===== config.mk =====
export PLATFORM = sky130hd
export DESIGN_NAME = pm_monitor
export DESIGN_NICKNAME = d
export VERILOG_FILES = /design/src/inc/pm_map_pkg.sv /design/src/hw/pm_tally.sv /design/src/hw/pm_monitor.sv
export SDC_FILE = /design/constraint.sdc
export NUM_CORES = 1
export LEC_CHECK = 0
export ABC_AREA = 1
export BUFFER_PORTS_ARGS = -buffer_cell sky130_fd_sc_hd__buf_4
export CAP_MARGIN = 20
export CORE_AREA = 2 2 176 178
export CTS_CLUSTER_DIAMETER = 60
export DETAILED_ROUTE_END_ITERATION = 8
export DIE_AREA = 0 0 178 180
export HOLD_SLACK_MARGIN = 0.12
export PLACE_DENSITY = 0.69
export SETUP_SLACK_MARGIN = 0.2
export SYNTH_ARGS = -nofsm -noshare
export SYNTH_HDL_FRONTEND = slang
export SYNTH_HIERARCHICAL = 1
export SYNTH_SLANG_ARGS = --single-unit
export TNS_END_PERCENT = 100

===== constraint.sdc =====
create_clock -name clk_sys -period 7.4 [get_ports clk_sys]
set_input_delay 0.74 -clock clk_sys [delete_from_list [all_inputs] [get_ports clk_sys]]
set_output_delay 0.74 -clock clk_sys [all_outputs]
set_load 0.05 [all_outputs]

===== src/inc/pm_map_pkg.sv =====
// constants, modes and carrier types of the performance monitor map
package pm_map_pkg;
	// tally widths
	localparam int CRC_W  = 10;
	localparam int FER_W  = 12;
	localparam int ALIGNMENT_CHANGE_TALLY_W = 3;
	localparam int OOF_W  = 5;
	localparam int PRBS_W = 16;
	localparam int LCV_W  = 16;
	localparam int DDS_W  = 10;
	// indirect offsets, counter space
	localparam logic [6:0] OFS_CRC_LO  = 7'h00;
	localparam logic [6:0] OFS_CRC_HI  = 7'h01;
	localparam logic [6:0] OFS_FER_LO  = 7'h02;
	localparam logic [6:0] OFS_FER_HI  = 7'h03;
	localparam logic [6:0] OFS_ALIGNMENT_CHANGE_TALLY    = 7'h04;
	localparam logic [6:0] OFS_OOF     = 7'h05;
	localparam logic [6:0] OFS_PRBS_LO = 7'h06;
	localparam logic [6:0] OFS_PRBS_HI = 7'h07;
	localparam logic [6:0] OFS_LCV_LO  = 7'h08;
	localparam logic [6:0] OFS_LCV_HI  = 7'h09;
	localparam logic [6:0] OFS_DDS_LO  = 7'h0a;
	localparam logic [6:0] OFS_DDS_HI  = 7'h0b;
	// indirect offsets, signaling space
	localparam logic [6:0] OFS_SIG_FIRST = 7'h01;
	localparam logic [6:0] OFS_SIG_LAST  = 7'h18;
	localparam int         SIG_CHANNELS  = 24;
	// signaling register fields
	localparam int         SIG_EXTRACT_BIT = 4;
	localparam int         SIG_ABCD_MSB    = 3;
	localparam logic       SIG_EXTRACT_RST = 1'b1;
	localparam logic [3:0] SIG_ABCD_RST    = 4'h0;
	localparam logic [7:0] RD_DATA_RST     = 8'h00;
	// timing
	localparam int CLK_PERIOD_NS   = 40;
	localparam int SNAP_PERIOD_NS  = 1000000000;
	localparam int SNAP_PERIOD_CYC = SNAP_PERIOD_NS / CLK_PERIOD_NS;

	typedef enum logic [3:0] {
		FMT_SF  = 4'b0001,
		FMT_ESF = 4'b0010,
		FMT_DM  = 4'b0100,
		FMT_SLC = 4'b1000
	} frame_fmt_e;

	typedef struct packed {
		logic       rd;
		logic       wr;
		logic       sigSpace;
		logic [6:0] addr;
		logic [7:0] wdata;
	} ind_req_s;

	typedef struct packed {
		logic crc;
		logic fbit;
		logic align;
		logic sync;
		logic prbs;
		logic bpv;
		logic b8zsCv;
		logic dds;
	} err_ev_s;

	typedef struct packed {
		logic       valid;
		logic [4:0] chan;
		logic [3:0] abcd;
	} sig_cap_s;
endpackage


===== src/hw/pm_tally.sv =====
// one saturating error accumulator with its snapshot register
`timescale 1ns/100ps
`default_nettype none
module pm_tally
	import pm_map_pkg::*;
#(
	parameter int W = 8
) (
	input  wire logic         clk_sys,  // system clock
	input  wire logic         arst_n,   // async reset, low
	input  wire logic         ev,       // one error event
	input  wire logic         snap,     // group snapshot pulse
	output logic      [W-1:0] snapVal   // snapshot value
);
	logic [W-1:0] acc_ff;
	logic [W-1:0] snap_ff;
	wire          atMax  = &acc_ff;
	// saturate rather than wrap so a flood never reads as few errors
	wire  [W-1:0] accInc = (ev && !atMax) ? W'(acc_ff + 1'b1) : acc_ff;

	always_ff @(posedge clk_sys or negedge arst_n) begin
		if (!arst_n) begin
			acc_ff  <= '0;
			snap_ff <= '0;
		end else begin
			// same-cycle event lands in the closing interval
			acc_ff <= snap ? '0 : accInc;
			if (snap) begin
				snap_ff <= accInc;
			end
		end
	end
	assign snapVal = snap_ff;
endmodule // pm_tally
`default_nettype wire


===== src/hw/pm_monitor.sv =====
// performance monitor snapshots and per-channel signaling capture
// Notes on behaviour
// - ESF: 10-bit CRC-6 error tally, 00/01
// - SF/DM/SLC: framing bit error tally, 02/03
// - ESF: same tally counts alignment bit errors
// - 3-bit alignment change tally at 04
// - 5-bit sync loss tally at 05
// - 16-bit PRBS checker error tally, 06/07
// - 16-bit line tally: BPV or B8ZS violations
// - DM: 10-bit DDS pattern error tally, 0A/0B
// - channels 1..24 signaling at indirect 01..18
// - bit4 extract enable reset 1, ABCD read-only
// - manual trigger rising edge snapshots all tallies
// - periodic enable snapshots all tallies every second
`timescale 1ns/100ps
`default_nettype none
module pm_monitor
	import pm_map_pkg::*;
#(
	parameter int unsigned SNAP_CYCLES = SNAP_PERIOD_CYC
) (
	input  wire logic       clk_sys,     // system clock, 25 MHz
	input  wire logic       arst_n,      // async reset, low
	input  wire frame_fmt_e frameFmt,    // selected frame format
	input  wire logic       b8zsSel,     // 1: B8ZS decode, 0: AMI
	input  wire err_ev_s    errEv,       // error event pulses
	input  wire logic       manual_snapshot_trigger,  // 0->1 snapshots
	input  wire logic       periodic_snapshot_enable, // 1 s snapshots
	input  wire sig_cap_s   sigCap,      // extracted signaling word
	input  wire ind_req_s   indReq,      // indirect access request
	output logic [7:0]      rdData,      // indirect read data
	output logic            rdValid      // read data valid pulse
);
	////////////////////////////////////////////////////////////////////
	// snapshot timing
	localparam int CW = (SNAP_CYCLES > 1) ? $clog2(SNAP_CYCLES) : 1;
	localparam logic [CW-1:0] SEC_RELOAD = CW'(SNAP_CYCLES - 1);

	logic          trigPrev_ff;
	logic [CW-1:0] secCnt_ff;
	logic [CW-1:0] nxt_secCnt;

	wire manualRise = manual_snapshot_trigger && !trigPrev_ff;
	wire secTick    = periodic_snapshot_enable
	                  && (secCnt_ff == '0);
	wire snapPulse  = manualRise || secTick;

	// counter parks at reload while disabled, so the first periodic
	// snapshot comes a full second (SNAP_CYCLES clocks) after enabling
	assign nxt_secCnt = !periodic_snapshot_enable ? SEC_RELOAD :
	                    secTick ? SEC_RELOAD :
	                    CW'(secCnt_ff - 1'b1);

	always_ff @(posedge clk_sys or negedge arst_n) begin
		if (!arst_n) begin
			trigPrev_ff <= 1'b0;
			secCnt_ff   <= SEC_RELOAD;
		end else begin
			trigPrev_ff <= manual_snapshot_trigger;
			secCnt_ff   <= nxt_secCnt;
		end
	end

	////////////////////////////////////////////////////////////////////
	// event qualification by format and line code
	wire fmtEsf = (frameFmt == FMT_ESF);
	wire fmtDm  = (frameFmt == FMT_DM);
	wire fmtAny = (frameFmt == FMT_SF) || fmtEsf || fmtDm
	              || (frameFmt == FMT_SLC);

	wire crcEv  = errEv.crc && fmtEsf;
	// in ESF the framing tally counts alignment bit errors instead
	wire ferEv  = fmtEsf ? errEv.align : (errEv.fbit && fmtAny);
	wire cofaEv = errEv.align && !fmtEsf && fmtAny;
	wire oofEv  = errEv.sync && fmtAny;
	wire prbsEv = errEv.prbs;
	wire lcvEv  = b8zsSel ? errEv.b8zsCv : errEv.bpv;
	wire ddsEv  = errEv.dds && fmtDm;

	////////////////////////////////////////////////////////////////////
	// tallies, all loaded by the same snapshot pulse
	logic [CRC_W-1:0]  crcSnap;
	logic [FER_W-1:0]  ferSnap;
	logic [ALIGNMENT_CHANGE_TALLY_W-1:0] cofaSnap;
	logic [OOF_W-1:0]  oofSnap;
	logic [PRBS_W-1:0] prbsSnap;
	logic [LCV_W-1:0]  lcvSnap;
	logic [DDS_W-1:0]  ddsSnap;

	pm_tally #(.W(CRC_W)) uCrc (
		.clk_sys (clk_sys),
		.arst_n  (arst_n),
		.ev      (crcEv),
		.snap    (snapPulse),
		.snapVal (crcSnap)
	);
	pm_tally #(.W(FER_W)) uFer (
		.clk_sys (clk_sys),
		.arst_n  (arst_n),
		.ev      (ferEv),
		.snap    (snapPulse),
		.snapVal (ferSnap)
	);
	pm_tally #(.W(ALIGNMENT_CHANGE_TALLY_W)) uCofa (
		.clk_sys (clk_sys),
		.arst_n  (arst_n),
		.ev      (cofaEv),
		.snap    (snapPulse),
		.snapVal (cofaSnap)
	);
	pm_tally #(.W(OOF_W)) uOof (
		.clk_sys (clk_sys),
		.arst_n  (arst_n),
		.ev      (oofEv),
		.snap    (snapPulse),
		.snapVal (oofSnap)
	);
	pm_tally #(.W(PRBS_W)) uPrbs (
		.clk_sys (clk_sys),
		.arst_n  (arst_n),
		.ev      (prbsEv),
		.snap    (snapPulse),
		.snapVal (prbsSnap)
	);
	pm_tally #(.W(LCV_W)) uLcv (
		.clk_sys (clk_sys),
		.arst_n  (arst_n),
		.ev      (lcvEv),
		.snap    (snapPulse),
		.snapVal (lcvSnap)
	);
	pm_tally #(.W(DDS_W)) uDds (
		.clk_sys (clk_sys),
		.arst_n  (arst_n),
		.ev      (ddsEv),
		.snap    (snapPulse),
		.snapVal (ddsSnap)
	);

	////////////////////////////////////////////////////////////////////
	// counter space read decode, upper bits read as zero
	wire [6:0] a = indReq.addr;
	wire [7:0] pmonByte =
		(a == OFS_CRC_LO)  ? crcSnap[7:0] :
		(a == OFS_CRC_HI)  ? 8'(crcSnap[CRC_W-1:8]) :
		(a == OFS_FER_LO)  ? ferSnap[7:0] :
		(a == OFS_FER_HI)  ? 8'(ferSnap[FER_W-1:8]) :
		(a == OFS_ALIGNMENT_CHANGE_TALLY)    ? 8'(cofaSnap) :
		(a == OFS_OOF)     ? 8'(oofSnap) :
		(a == OFS_PRBS_LO) ? prbsSnap[7:0] :
		(a == OFS_PRBS_HI) ? prbsSnap[15:8] :
		(a == OFS_LCV_LO)  ? lcvSnap[7:0] :
		(a == OFS_LCV_HI)  ? lcvSnap[15:8] :
		(a == OFS_DDS_LO)  ? ddsSnap[7:0] :
		(a == OFS_DDS_HI)  ? 8'(ddsSnap[DDS_W-1:8]) :
		8'h00;

	////////////////////////////////////////////////////////////////////
	// per-channel signaling registers
	logic       sigExt_ff  [SIG_CHANNELS];
	logic [3:0] sigAbcd_ff [SIG_CHANNELS];

	wire       sigInRange = (a >= OFS_SIG_FIRST) && (a <= OFS_SIG_LAST);
	wire [4:0] sigIdx     = 5'(a - OFS_SIG_FIRST);
	wire       capInRange = (sigCap.chan >= 5'(OFS_SIG_FIRST))
	                        && (sigCap.chan <= 5'(OFS_SIG_LAST));
	wire [4:0] capIdx     = 5'(sigCap.chan - 5'(OFS_SIG_FIRST));
	wire       sigWr      = indReq.wr && indReq.sigSpace && sigInRange;

	wire [7:0] sigByte = !sigInRange ? 8'h00 :
		8'({sigExt_ff[sigIdx], sigAbcd_ff[sigIdx]});

	always_ff @(posedge clk_sys or negedge arst_n) begin
		if (!arst_n) begin
			for (int i = 0; i < SIG_CHANNELS; i++) begin
				sigExt_ff[i]  <= SIG_EXTRACT_RST;
				sigAbcd_ff[i] <= SIG_ABCD_RST;
			end
		end else begin
			for (int i = 0; i < SIG_CHANNELS; i++) begin
				if (sigWr && sigIdx == 5'(i)) begin
					sigExt_ff[i] <= indReq.wdata[SIG_EXTRACT_BIT];
				end
				// ABCD only follows the line while extraction is on
				if (sigCap.valid && capInRange && capIdx == 5'(i)
				    && sigExt_ff[i]) begin
					sigAbcd_ff[i] <= sigCap.abcd;
				end
			end
		end
	end

	////////////////////////////////////////////////////////////////////
	// read answer, one cycle after the request
	logic [7:0] rdData_ff;
	logic       rdValid_ff;

	always_ff @(posedge clk_sys or negedge arst_n) begin
		if (!arst_n) begin
			rdData_ff  <= RD_DATA_RST;
			rdValid_ff <= 1'b0;
		end else begin
			rdValid_ff <= indReq.rd;
			if (indReq.rd) begin
				rdData_ff <= indReq.sigSpace ? sigByte : pmonByte;
			end
		end
	end
	assign rdData  = rdData_ff;
	assign rdValid = rdValid_ff;
endmodule // pm_monitor
`default_nettype wire


Yosys cells after proc, flatten, opt, wreduce, memory -nomap -nowiden
Index checks and enable logic that the tools add are counted.
{"block": "totals", "regBits": 299, "inputBits": 45, "out_inout_bits": 9, "elab_cells": 297}
{"block": "classes", "add_sub_neg": 10, "magnitude_cmp": 5, "eq_ne": 61, "muxes": 38, "bitwise_logic": 1, "n_reduce_logical": 116}
{"cell": "8-bit 2-to-1 mux", "count": 12}
{"cell": "1-bit logical AND", "count": 92}
{"cell": "5-bit by 4-bit == test with 1-bit output (second input constant)", "count": 16}
{"cell": "5-bit == test (second input constant)", "count": 16}
{"cell": "16-bit 2-to-1 mux", "count": 4}
{"cell": "25-bit 2-to-1 mux", "count": 2}
{"cell": "5-bit by 3-bit == test with 1-bit output (second input constant)", "count": 8}
{"cell": "10-bit 2-to-1 mux", "count": 4}
{"cell": "16-bit by 1-bit adder with 16-bit output (second input constant)", "count": 2}
{"cell": "16-bit AND reduction", "count": 2}
{"cell": "7-bit by 3-bit == test with 1-bit output (second input constant)", "count": 4}
{"cell": "7-bit by 4-bit == test with 1-bit output (second input constant)", "count": 4}
{"cell": "25-bit zero test", "count": 1}
{"cell": "25-bit by 1-bit subtractor with 25-bit output (second input constant)", "count": 1}
{"cell": "12-bit 2-to-1 mux", "count": 2}
{"cell": "10-bit by 1-bit adder with 10-bit output (second input constant)", "count": 2}
{"cell": "4-bit binary-select mux with 5-bit select", "count": 1}
{"cell": "5-bit by 2-bit == test with 1-bit output (second input constant)", "count": 4}
{"cell": "10-bit AND reduction", "count": 2}
{"cell": "5-bit 2-to-1 mux", "count": 3}
{"cell": "7-bit by 2-bit == test with 1-bit output (second input constant)", "count": 2}
{"cell": "12-bit by 1-bit adder with 12-bit output (second input constant)", "count": 1}
{"cell": "12-bit AND reduction", "count": 1}
{"cell": "5-bit by 1-bit == test with 1-bit output (second input constant)", "count": 2}
{"cell": "25 further kinds", "count": 43}

Longest topological paths before layout
Gate-level depths: netlist of run 1.
{"block": "logic_depth", "ltp_word": 14, "mapped_depth": 19, "ltp_nobuf": 17}

Hierarchy
Netlist of run 1, hierarchy kept.
{"module": "pm_monitor", "instances": 1, "cells_each": 1126, "area_each_um2": 9002.4, "seq_area_each_um2": 3930.0}
{"module": "pm_tally (uLcv ...)", "instances": 2, "cells_each": 231, "area_each_um2": 1761.7, "seq_area_each_um2": 800.8}
{"module": "pm_tally (uCrc ...)", "instances": 2, "cells_each": 129, "area_each_um2": 1027.2, "seq_area_each_um2": 500.5}
{"module": "pm_tally (uFer)", "instances": 1, "cells_each": 156, "area_each_um2": 1257.5, "seq_area_each_um2": 600.6}
{"module": "pm_tally (uOof)", "instances": 1, "cells_each": 58, "area_each_um2": 479.2, "seq_area_each_um2": 250.2}
{"module": "pm_tally (uCofa)", "instances": 1, "cells_each": 37, "area_each_um2": 294.0, "seq_area_each_um2": 150.1}

Worst setup path before layout of run 1
OpenSTA, ideal clock, no wires.
{"block": "synth_path", "kind": "register -> register", "from": "register secCnt_ff[15]", "to": "register uCrc.snap_ff[8], in the netlist uCrc/snapVal[8]", "setup_ns": 0.135, "arrival_time_ns": 2.936, "setup_slack_ns": 4.329, "stages_incl_launch_ff": 13, "n_path_buf": 2, "period_less_slack_ns": 3.071, "path_cell_list": "dfrtp_1 nor2_1 inv_1 nor3_1 inv_1 nor3_1 nand4_1 clkbuf_1 o21ai_0 clkinv_1 clkbuf_1 nand2_1 o21ai_0"}
{"block": "synth_between", "elab_chain_len": 3}
{"item": "from (decl)", "line": "pm_monitor.sv:40", "text": "logic [CW-1:0] secCnt_ff;"}
{"item": "from (signal assigned)", "line": "pm_monitor.sv:60", "text": "secCnt_ff <= nxt_secCnt;"}
{"item": "25-bit zero test", "line": "pm_monitor.sv:45", "text": "&& (secCnt_ff == '0);"}
{"item": "1-bit logical AND", "line": "pm_monitor.sv:45"}
{"item": "1-bit logical OR", "line": "pm_monitor.sv:46", "text": "wire snapPulse = manualRise || secTick;"}
{"item": "named net snapPulse", "line": "pm_monitor.sv:46"}
{"item": "to (signal assigned)", "line": "pm_tally.sv:29", "text": "snap_ff <= accInc;"}
{"item": "to (decl)", "line": "pm_tally.sv:16", "text": "logic [W-1:0] snap_ff;"}
The timed path passes the listed nets, and every way through them passes these cells.
A chain may end at the register's enable or synchronous reset.

Worst setup path after layout of run 1
{"block": "layout_path", "from": "register secCnt_ff[15]", "to": "register uPrbs.snap_ff[15], in the netlist uPrbs/snapVal[15]"}
{"block": "layout_between", "elab_chain_len": 3}
{"item": "25-bit zero test", "line": "pm_monitor.sv:45"}
{"item": "1-bit logical AND", "line": "pm_monitor.sv:45"}
{"item": "1-bit logical OR", "line": "pm_monitor.sv:46"}
{"item": "named net snapPulse", "line": "pm_monitor.sv:46"}
{"item": "to (signal assigned)", "line": "pm_tally.sv:29"}
{"item": "to (decl)", "line": "pm_tally.sv:16"}
The timed path passes the listed nets, and every way through them passes these cells.

==> results.cfg, run 1 <==
[global_routing]
global_route_wire_length_before_repair_um = 66600
vias_in_the_first_global_route = 13400
antenna_found_initial = 1
globalRouteTotalUtil_pct = 25.4
grt-ovfl-total = 0
grt_max_degree = 177

[cts]
cts_hold_buf = 0
clock_pin_transition_on_the_worst_setup_and_hold_timing_paths_ns = 0.06
post_cts_resized = 0
clockRootBuffer = clkbuf_16
numCtsBuffers = 37
clock_sink_count = 299
tritoncts_clock_tree = done
max-clock-path-buffers = 3
cts.repair_timing.setup_buffer_count = 0
worst_skew_pair.late_latency_ns = 0.53
h-tree-depth = 2

[outcome]
status = finished, final reports clean

[die]
floorplan.die.height_um = 180
core_area_um2 = 30200
initial_core_util_pct = 55.0
die_width_um = 178
core.rowCount = 64
boundaryPins = 54
die_area_um2 = 32000

[logic_synthesis]
post_synthesis_net_count = 2157
netlist_instances = 2097
postSynth.asyncResetShare_pct = 100
yosysWarningCount = 6
synth-seq-area-share_pct = 45.4
synth.cell_area_um2 = 16600
synth_top_flop_cell = dfrtp_1
ys_seq_elements = 299
post_synth.cell_area_avg_um2 = 7.92
synth.largest_area_cell = dfrtp_1
top_area_cells_in_the_synthesized_netlist = dfrtp_1, nand2_1, dfstp_2
synth_top_cell_area_share_pct = 38.9
number_of_synthesized_flops_with_an_enable_pin = 0
synth_cell_type_count = 66

[worst_setup_path]
rr_worst_depth = 11
critical_path_source_type = flip-flop
critical_path_arrival_ns = 4.17
worstSetupPathType = reg -> reg
worst-path-max-fanout = 54
regToRegStartpoint = secCnt_ff[15]$_DFF_PN0_
r2r_setup_slack_ns = 3.69
critical_path.reg2reg.endpoint = uPrbs/snapVal[15]$_DFFE_PN0P_
critical_path.endpoint_type = flip-flop
critPathRequiredTime_ns = 7.86

[final_layout]
layout-drive-gt1-share_pct = 15.5
nNetsFinal = 2183
fill_cells = 2690
n_antenna_cell = 0
multiInputGateArea_um2 = 7990
seq_area_um2 = 7530
synthToLayoutAreaGrowth_pct = 10.9
finalCoreUtilization_pct = 61.0

[sta]
clock_skew_after_layout_ns = 0.0187
setup_viol_count_final = 0
final.setup.tns_ns = 0
timing.slew.headroom_pct = 32.4
hold_violations = 0
max_slew.worst_pin.slew_ns = 1.01
max_clock_freq_mhz = 270
final.period_utilization_pct = 50.1
final-max-slew-violation-count = 0
timing.final.crit_period_ns = 3.71
grt_setup_unrepaired = no

[drt]
detail_route.drc_violations = 0
drt-initial-drc-count = 981
detail_route.first_pass.iterations = 8
via_count = 13800
postRouteWirelength_um = 39300
wl_per_cell_um = 15.4
avgViaCountPerCell = 5.42
antenna_violating_nets_post_route = 0

[job]
maxCapViolCount = 0

[place]
dpl.hpwl_um = 27100
place_congestion = 0.875
place.port_buffers = 46

[power_and_ir_drop]
p_leak_nw = 8.58
vdd_ir_drop_max_mv = 0.188
power-per-cell-area_nw_per_um2 = 216

[hold_path]
holdCritPathClass = in -> async
## cell usage in the layout (no fill, tap or decap), drive strengths merged
master,instances
a211oi,1
a21o,5
a21oi,94
a22o,6
a22oi,2
a31oi,19
a32o,12
a32oi,3
buf,53
bufinv,2
clkbuf,53
clkinv,11
clkinvlp,3
dfrtp,258
dfstp,41
ha,15
inv,189
mux2,1
nand2,692
nand3,146
nand3b,6
nand4,43
nor2,243
nor3,29
nor3b,1
nor4,2
o2111ai,3
o211ai,6
o21ai,164
o21bai,10
o221ai,3
o22ai,4
o31ai,1
or2,5
xnor2,11
xor2,15
## worst max-delay path, cell delays in order, from the launching register on
cell,delay [ns]
dfrtp_1,0.45
nor2_1,0.13
inv_1,0.06
nor3_1,0.12
inv_1,0.09
nor3_1,0.26
nand4_1,0.58
o21ai_4,0.55
buf_4,0.50
buf_4,0.53
nand3_1,0.21
nand2_1,0.10
## layer usage
metal  vias to the layer above  part of all wire [%]  track usage, %
li1                       6908                     -               -
met1                      6539                    46            35.0
met2                       304                    47            41.6
met3                        65                   5.0            4.06
met4                         2                   2.2            6.85
met5                         -                 0.033               0
## registers in the layout, summed over array words and instances, names as in the netlist, 10 cells and up
name	cells
uDds/acc_ff	10
uDds/snapVal	10
uFer/acc_ff	12
secCnt_ff	25
sigExt_ff	24
uPrbs/snapVal	16
uCrc/acc_ff	10
uFer/snapVal	12
sigAbcd_ff	96
uCrc/snapVal	10
uLcv/acc_ff	16
uLcv/snapVal	16
uPrbs/acc_ff	16
## cells by family (layout without fill, tap and decap cells)
| family | after synthesis | in the layout | share of synthesized area, % |
|---|---|---|---|
| AOI/OAI and AO/OA | 333 | 333 | 11.6 |
| xor gates and xnor gates | 26 | 26 | 1.53 |
| adders and majority gates | 15 | 15 | 1.13 |
| buffers and inverters | 256 | 311 | 6.64 |
| DFF | 299 | 299 | 45.4 |
| muxes | 1 | 1 | 0.0678 |
| and+or+nand+nor | 1167 | 1167 | 33.7 |
## synth_stat cells (all sizes together), types with 2 or more instances
cell type / instances
nor3: 29
or2: 5
clkinv: 3
a32o: 12
xnor2: 11
o21ai: 164
nor2: 243
a22oi: 2
o2111ai: 3
dfstp: 41
o211ai: 6
a31oi: 19
a22o: 6
xor2: 15
buf: 36
a32oi: 3
nand3: 146
dfrtp: 258
nand4: 43
a21o: 5
ha: 15
clkbuf: 30
o21bai: 10
nand3b: 6
nor4: 2
nand2: 692
inv: 186
o22ai: 4
a21oi: 94
o221ai: 3
## how the worst max path moves through the flow
stage / from / endpoint / cells after the start
finish: secCnt_ff[15]$_DFF_PN0_ / uPrbs/snapVal[15]$_DFFE_PN0P_ / 11
global route: secCnt_ff[15]$_DFF_PN0_ / uDds/snapVal[2]$_DFFE_PN0P_ / 11
CTS: secCnt_ff[15]$_DFF_PN0_ / uPrbs/snapVal[13]$_DFFE_PN0P_ / 11
detailed placement: indReq[8] / rdData[1]$_DFFE_PN0P_ / 15
global placement: indReq[8] / rdData[1]$_DFFE_PN0P_ / 15
floorplan: secCnt_ff[15]$_DFF_PN0_ / uCrc/snapVal[8]$_DFFE_PN0P_ / 12
## where the power goes
part | switching [mW] | internal [mW]
Sequential | 0.0569 | 1.71
Clock | 0.720 | 1.12
Combinational | 0.258 | 0.112
Total | 1.04 | 2.94
## through the flow
step                      setup slack, ns  cells  total power [mW]  hold slack [ns]  instance area (um^2)
final                                3.69   2548              3.98            0.307                 18400
after global placement               3.27   2478              2.15            0.456                 17100
after CTS                            3.67   2546              4.02            0.324                 18400
after global routing                 3.28   2548              4.13            0.329                 18400
after detailed placement             3.24   2478              2.16            0.461                 17100
after floorplan                      4.33   2097              2.02            0.444                 16600
## cell type report
class | count | share of cell area (%)
Clock buffer | 52 | 6.00
Tap cell | 396 | 2.69
Clock inverter | 16 | 0.883
Inverter | 189 | 3.88
Timing Repair Buffer | 54 | 2.28
Multi-Input combinational cell | 1542 | 43.4
Sequential cell | 299 | 40.9
Note: power is estimated with default switching activity, not from simulation.
==> run 2: changes to the inputs <==
--- a/config.mk
+++ b/config.mk
@@ -13,7 +13,7 @@
 export DETAILED_ROUTE_END_ITERATION = 8
 export DIE_AREA = 0 0 178 180
 export HOLD_SLACK_MARGIN = 0.12
-export PLACE_DENSITY = 0.69
+export PLACE_DENSITY = 0.72
 export SETUP_SLACK_MARGIN = 0.2
 export SYNTH_ARGS = -nofsm -noshare
 export SYNTH_HDL_FRONTEND = slang
==> constraint.sdc (replaced) <==
create_clock -name clk_sys -period 3.1 [get_ports clk_sys]
set_input_delay 0.31 -clock clk_sys [delete_from_list [all_inputs] [get_ports clk_sys]]
set_output_delay 0.31 -clock clk_sys [all_outputs]
set_load 0.05 [all_outputs]
==> run 2 against run 1 <==
Against the previous run: global-route usage decreased by 0.16 points; die area unchanged; final cell count increased by 0.75%; sequential share of layout area decreased by 0.27 points; final area increased by 0.67%; critical endpoint is now uLcv/snapVal[15]$_DFFE_PN0P_.
==> results.cfg, run 2 (synthesized netlist as in run 1, its figures left out) <==
[outcome]
status = finished, final reports clean

[place]
place.port_buffers = 46
place_congestion = 0.914
dpl.cell_count = 2498
dpl.hpwl_um = 27300
dpl-instance-area_um2 = 17300
detailedPlace.worstSlack_ns = 0.490

[die]
initial_core_util_pct = 55.0
core.rowCount = 64
core_area_um2 = 30200
boundaryPins = 54
die_area_um2 = 32000
floorplan.die.height_um = 180
die_width_um = 178

[global_routing]
antenna_found_initial = 0
grt_max_degree = 194
globalRouteTotalUtil_pct = 25.2
grt-ovfl-total = 0
vias_in_the_first_global_route = 13300
global_route_wire_length_before_repair_um = 66400

[power_and_ir_drop]
power-per-cell-area_nw_per_um2 = 504
p_leak_nw = 8.66
vdd_ir_drop_max_mv = 0.351
report.power.total_mw = 9.35

[worst_setup_path]
critical_path_arrival_ns = 3.09
critical_path.endpoint_type = flip-flop
critical_path_source_type = flip-flop
worstSetupPathType = reg -> reg
critPathRequiredTime_ns = 3.55
worst-path-max-fanout = 53

[sta]
final-max-slew-violation-count = 0
max_clock_freq_mhz = 380
max_slew.worst_pin.slew_ns = 1.12
final.period_utilization_pct = 85.0
hold_violations = 0
timing.final.crit_period_ns = 2.63
timing.slew.headroom_pct = 25.6
timing.final.ws_setup_ns = 0.466
final.setup.tns_ns = 0
setup_viol_count_final = 0
grt_setup_unrepaired = no
clock_skew_after_layout_ns = 0.0138

[final_layout]
layout-drive-gt1-share_pct = 15.9
largest_register_ffs = 96
synthToLayoutAreaGrowth_pct = 11.6
most_common_cell_after_layout_fill_and_taps_aside = nand2_1
nNetsFinal = 2205
largest_register = sigAbcd_ff
layout_common_cells = nand2_1, dfrtp_1, nor2_1, inv_1, nand3_1
stdcell_count = 2567
fill_cells = 2659
total_non_filler_cell_area_in_the_finished_layout_um2 = 18500
n_antenna_cell = 0
regs_by_ff_count = sigAbcd_ff (96), secCnt_ff (25), sigExt_ff (24)

[drt]
antenna_violating_nets_post_route = 0
postRouteWirelength_um = 39100
avgViaCountPerCell = 5.45
detail_route.first_pass.iterations = 6
drt-initial-drc-count = 1115
via_count = 14000
wl_per_cell_um = 15.2
detail_route.drc_violations = 0

[cts]
clockRootBuffer = clkbuf_16
h-tree-depth = 2
tritoncts_clock_tree = done
worst_skew_pair.late_latency_ns = 0.52
clock_pin_transition_on_the_worst_setup_and_hold_timing_paths_ns = 0.06
clock_sink_count = 299
numCtsBuffers = 36
max-clock-path-buffers = 3

[hold_path]
holdCritPathClass = in -> reg

[job]
maxCapViolCount = 0
run 2: changes by cell type in the layout (fill, tap and decap cells not counted), sizes merged:
cell,change
clkinvlp,-1
dlygate4sd3,+5
bufinv,+1
buf,+19
clkbuf,-3
clkinv,-2
run 2: area by class of cell:
type | count | area, um^2 | area share (%)
Timing Repair Buffer | 77 | 623 | 3.36
Inverter | 189 | 714 | 3.85
Sequential cell | 299 | 7530 | 40.6
Clock inverter | 14 | 164 | 0.884
Multi-Input combinational cell | 1542 | 7990 | 43.1
Tap cell | 396 | 495 | 2.67
Clock buffer | 50 | 1020 | 5.53
run 2: power by group:
| part | switching (mW) | internal (mW) |
|---|---|---|
| logic | 0.626 | 0.288 |
| registers | 0.136 | 4.07 |
| clock network | 1.66 | 2.57 |
run 2: worst max-delay path: stages (launching register included):
cell     delay (ns)
dfrtp_1        0.44
nor2_1         0.14
inv_1          0.06
nor3_1         0.12
inv_1          0.09
nor3_1         0.29
nand4_1        0.26
o21ai_4        0.29
buf_4          0.55
nand3_1        0.18
nand2_1        0.09
run 2: final timing paths:
check / from / to / slack [ns] / depth (start not counted)
worst max-delay path: secCnt_ff[15]$_DFF_PN0_ / uLcv/snapVal[15]$_DFFE_PN0P_ / 0.47 / 10
worst min-delay path: indReq[15] / rdData[1]$_DFFE_PN0P_ / 0.14 / 4
worst max register to register: secCnt_ff[15]$_DFF_PN0_ / uLcv/snapVal[15]$_DFFE_PN0P_ / 0.47 / 10
worst min register to register: secCnt_ff[0]$_DFF_PN1_ / secCnt_ff[0]$_DFF_PN1_ / 0.47 / 1
max in group asynchronous: arst_n / uFer/snapVal[1]$_DFFE_PN0P_ / 1.71 / 3
min in group asynchronous: arst_n / sigAbcd_ff[34]$_DFFE_PN0P_ / 0.40 / 3
run 2: what timing repair did:
action	4_1_cts	5_1_grt
setup endpoints to repair	0	0
buffers inserted	0	0
hold buffers	5	0
resized for setup	0	0
endpoints found under the hold margin	215	0
run 2: per-layer routing:
metal / wire [um] / track usage [%] / vias to the layer above
li1: - / - / 6952
met1: 17900 / 35.5 / 6656
met2: 18400 / 40.3 / 304
met3: 1690 / 3.32 / 70
met4: 1130 / 8.30 / 0
met5: 0 / 0 / -
run 2: per-stage QoR:
stage	utilization (%)	hold slack (ns)
finish	61.4	0.143
global placement	57.3	0.412
CTS	61.4	0.128
floorplan	-	0.0144
detailed placement	57.3	0.403
global route	61.4	0.145
==> run 3: changes to the inputs <==
--- a/config.mk
+++ b/config.mk
@@ -13,7 +13,7 @@
 export DETAILED_ROUTE_END_ITERATION = 8
 export DIE_AREA = 0 0 178 180
 export HOLD_SLACK_MARGIN = 0.12
-export PLACE_DENSITY = 0.72
+export PLACE_DENSITY = 0.69
 export SETUP_SLACK_MARGIN = 0.2
 export SYNTH_ARGS = -nofsm -noshare
 export SYNTH_HDL_FRONTEND = slang
==> constraint.sdc (replaced) <==
create_clock -name clk_sys -period 2.7 [get_ports clk_sys]
set_input_delay 0.27 -clock clk_sys [delete_from_list [all_inputs] [get_ports clk_sys]]
set_output_delay 0.27 -clock clk_sys [all_outputs]
set_load 0.05 [all_outputs]
==> run 3 against run 2 <==
Against the previous run: register-to-register slack lost 0.07 ns; first-iteration DRC count fell by 10%; final area grew 1.6%; sequential cell count unchanged; worst hold slack gained 0.038 ns; clock power is 21% higher; core utilization rose by 0.97 points; setup slack lost 0.074 ns; die area unchanged; critical endpoint is now uFer/snapVal[2]$_DFFE_PN0P_; largest power group unchanged.
==> results.cfg, run 3 (synthesized netlist as in run 1, its figures left out) <==
[global_routing]
global_route_wire_length_before_repair_um = 67000
grt_max_degree = 74
globalRouteTotalUtil_pct = 25.6
antenna_found_initial = 2
vias_in_the_first_global_route = 13400
grt-ovfl-total = 0

[final_layout]
layout_common_cells = nand2_1, dfrtp_1, nor2_1, inv_1, nand3_1
synthToLayoutAreaGrowth_pct = 13.4
fill_cells = 2610
regs_by_ff_count = sigAbcd_ff (96), secCnt_ff (25), sigExt_ff (24)
largest_register = sigAbcd_ff
total_non_filler_cell_area_in_the_finished_layout_um2 = 18800
stdcell_count = 2593
largest_register_ffs = 96
nNetsFinal = 2226
seq_area_um2 = 7530
layout-drive-gt1-share_pct = 16.7
multiInputGateArea_um2 = 8000
finalCoreUtilization_pct = 62.4
most_common_cell_after_layout_fill_and_taps_aside = nand2_1

[drt]
postRouteWirelength_um = 40600
detail_route.drc_violations = 0
wl_per_cell_um = 15.7
highest_layer = met4
via_count = 14100
wl_met1_um = 18300
met2RoutedLength_um = 19100
antenna_violating_nets_post_route = 0
drt-initial-drc-count = 1001
routed-wl-met3_um = 2180
avgViaCountPerCell = 5.45
detail_route.first_pass.iterations = 6

[worst_setup_path]
startpoint = secCnt_ff[15]$_DFF_PN0_
critical_path_arrival_ns = 2.76
worstSetupPathType = reg -> reg
critical_path_source_type = flip-flop
r2r_setup_slack_ns = 0.39
crit_end = uFer/snapVal[2]$_DFFE_PN0P_
regToRegStartpoint = secCnt_ff[15]$_DFF_PN0_
rr_worst_depth = 13
worst-path-max-fanout = 12
critical_path.endpoint_type = flip-flop
critical_path.reg2reg.endpoint = uFer/snapVal[2]$_DFFE_PN0P_
critPathRequiredTime_ns = 3.15

[sta]
final-max-slew-violation-count = 0
timing.final.crit_period_ns = 2.31
hold_violations = 0
grt_setup_unrepaired = no
clock_skew_after_layout_ns = 0.0181
hold-worst-slack_ns = 0.180
final.setup.tns_ns = 0
setup_viol_count_final = 0
final.period_utilization_pct = 85.5
max_slew.worst_pin.slew_ns = 0.853
timing.slew.headroom_pct = 43.1
max_clock_freq_mhz = 433

[cts]
numCtsBuffers = 37
worst_skew_pair.late_latency_ns = 0.53
max-clock-path-buffers = 3
clock_sink_count = 299
clock_pin_transition_on_the_worst_setup_and_hold_timing_paths_ns = 0.06
tritoncts_clock_tree = done
h-tree-depth = 2
clockRootBuffer = clkbuf_16

[power_and_ir_drop]
power-per-cell-area_nw_per_um2 = 585
vdd_ir_drop_max_mv = 0.432
p_leak_nw = 8.78

[job]
maxCapViolCount = 0

[die]
floorplan.die.height_um = 180
initial_core_util_pct = 55.0
die_width_um = 178
core_area_um2 = 30200
die_area_um2 = 32000
boundaryPins = 54
core.rowCount = 64

[hold_path]
holdCritPathClass = in -> reg

[place]
place_congestion = 0.869
place.port_buffers = 46
dpl.hpwl_um = 28100
dpl.cell_count = 2503
dpl-instance-area_um2 = 17400

[outcome]
status = finished, final reports clean
[run 3: critical path, cell delays in order (launching register included)]
cell and delay [ns]:
dfrtp_1 0.44, nor2_1 0.12, inv_1 0.06, nor3_1 0.12, inv_1 0.09, nor3_1 0.28, nand4_1 0.13, buf_4 0.20
o21ai_4 0.07, buf_12 0.19, buf_4 0.14, buf_4 0.17, nand3_1 0.13, nand2_1 0.07
[run 3: layout make-up]
type | instances | share of cell area, %
inverter | 189 | 3.85
clock inverter | 15 | 1.10
multi-input combinational | 1543 | 42.5
tap | 396 | 2.63
timing repair inverter | 2 | 0.0797
timing repair buffer | 94 | 4.26
clock buffer | 53 | 5.57
sequential | 299 | 40.0
antenna | 2 | 0.0266
[run 3: what timing repair did]
action | 4_1_cts | 5_1_grt
hold buffers | 6 | 0
pin swaps | 0 | 1
cloned | 2 | 1
resized for setup | 5 | 1
buffers inserted | 8 | 3
setup endpoints to repair | 34 | 119
hold endpoints to repair | 94 | 0
[run 3: stage by stage]
step	setup WS, ns	power, mW
2_1_floorplan	0.166	5.54
3_3_place_gp	0.0921	5.92
3_5_place_dp	0.0187	5.95
4_1_cts	0.182	11.1
5_1_grt	0.186	11.5
6_report	0.392	11.0
[run 3: layer usage]
| metal | global-route usage (%) | vias up |
|---|---|---|
| met5 | 0 | - |
| met4 | 7.90 | 0 |
| met3 | 4.27 | 82 |
| met2 | 40.5 | 362 |
| met1 | 36.1 | 6703 |
| li1 | - | 6995 |
[run 3: how the worst min path moves through the flow]
stage	startpoint	slack (ns)	to	cells past startpoint
3_5_place_dp	arst_n	0.28	secCnt_ff[17]$_DFF_PN0_	1
6_report	sigCap[6]	0.18	sigAbcd_ff[34]$_DFFE_PN0P_	4
2_1_floorplan	arst_n	-0.03	rdData[0]$_DFFE_PN0P_	0
4_1_cts	sigCap[6]	0.16	sigAbcd_ff[33]$_DFFE_PN0P_	4
3_3_place_gp	arst_n	0.28	secCnt_ff[10]$_DFF_PN0_	1
5_1_grt	sigCap[6]	0.19	sigAbcd_ff[35]$_DFFE_PN0P_	4
[run 3: where the power goes]
| group | leakage, nW | switching [mW] | internal (mW) |
|---|---|---|---|
| registers | 3.97 | 0.154 | 4.67 |
| clock network | 0.608 | 1.98 | 3.12 |
| logic | 4.20 | 0.733 | 0.355 |
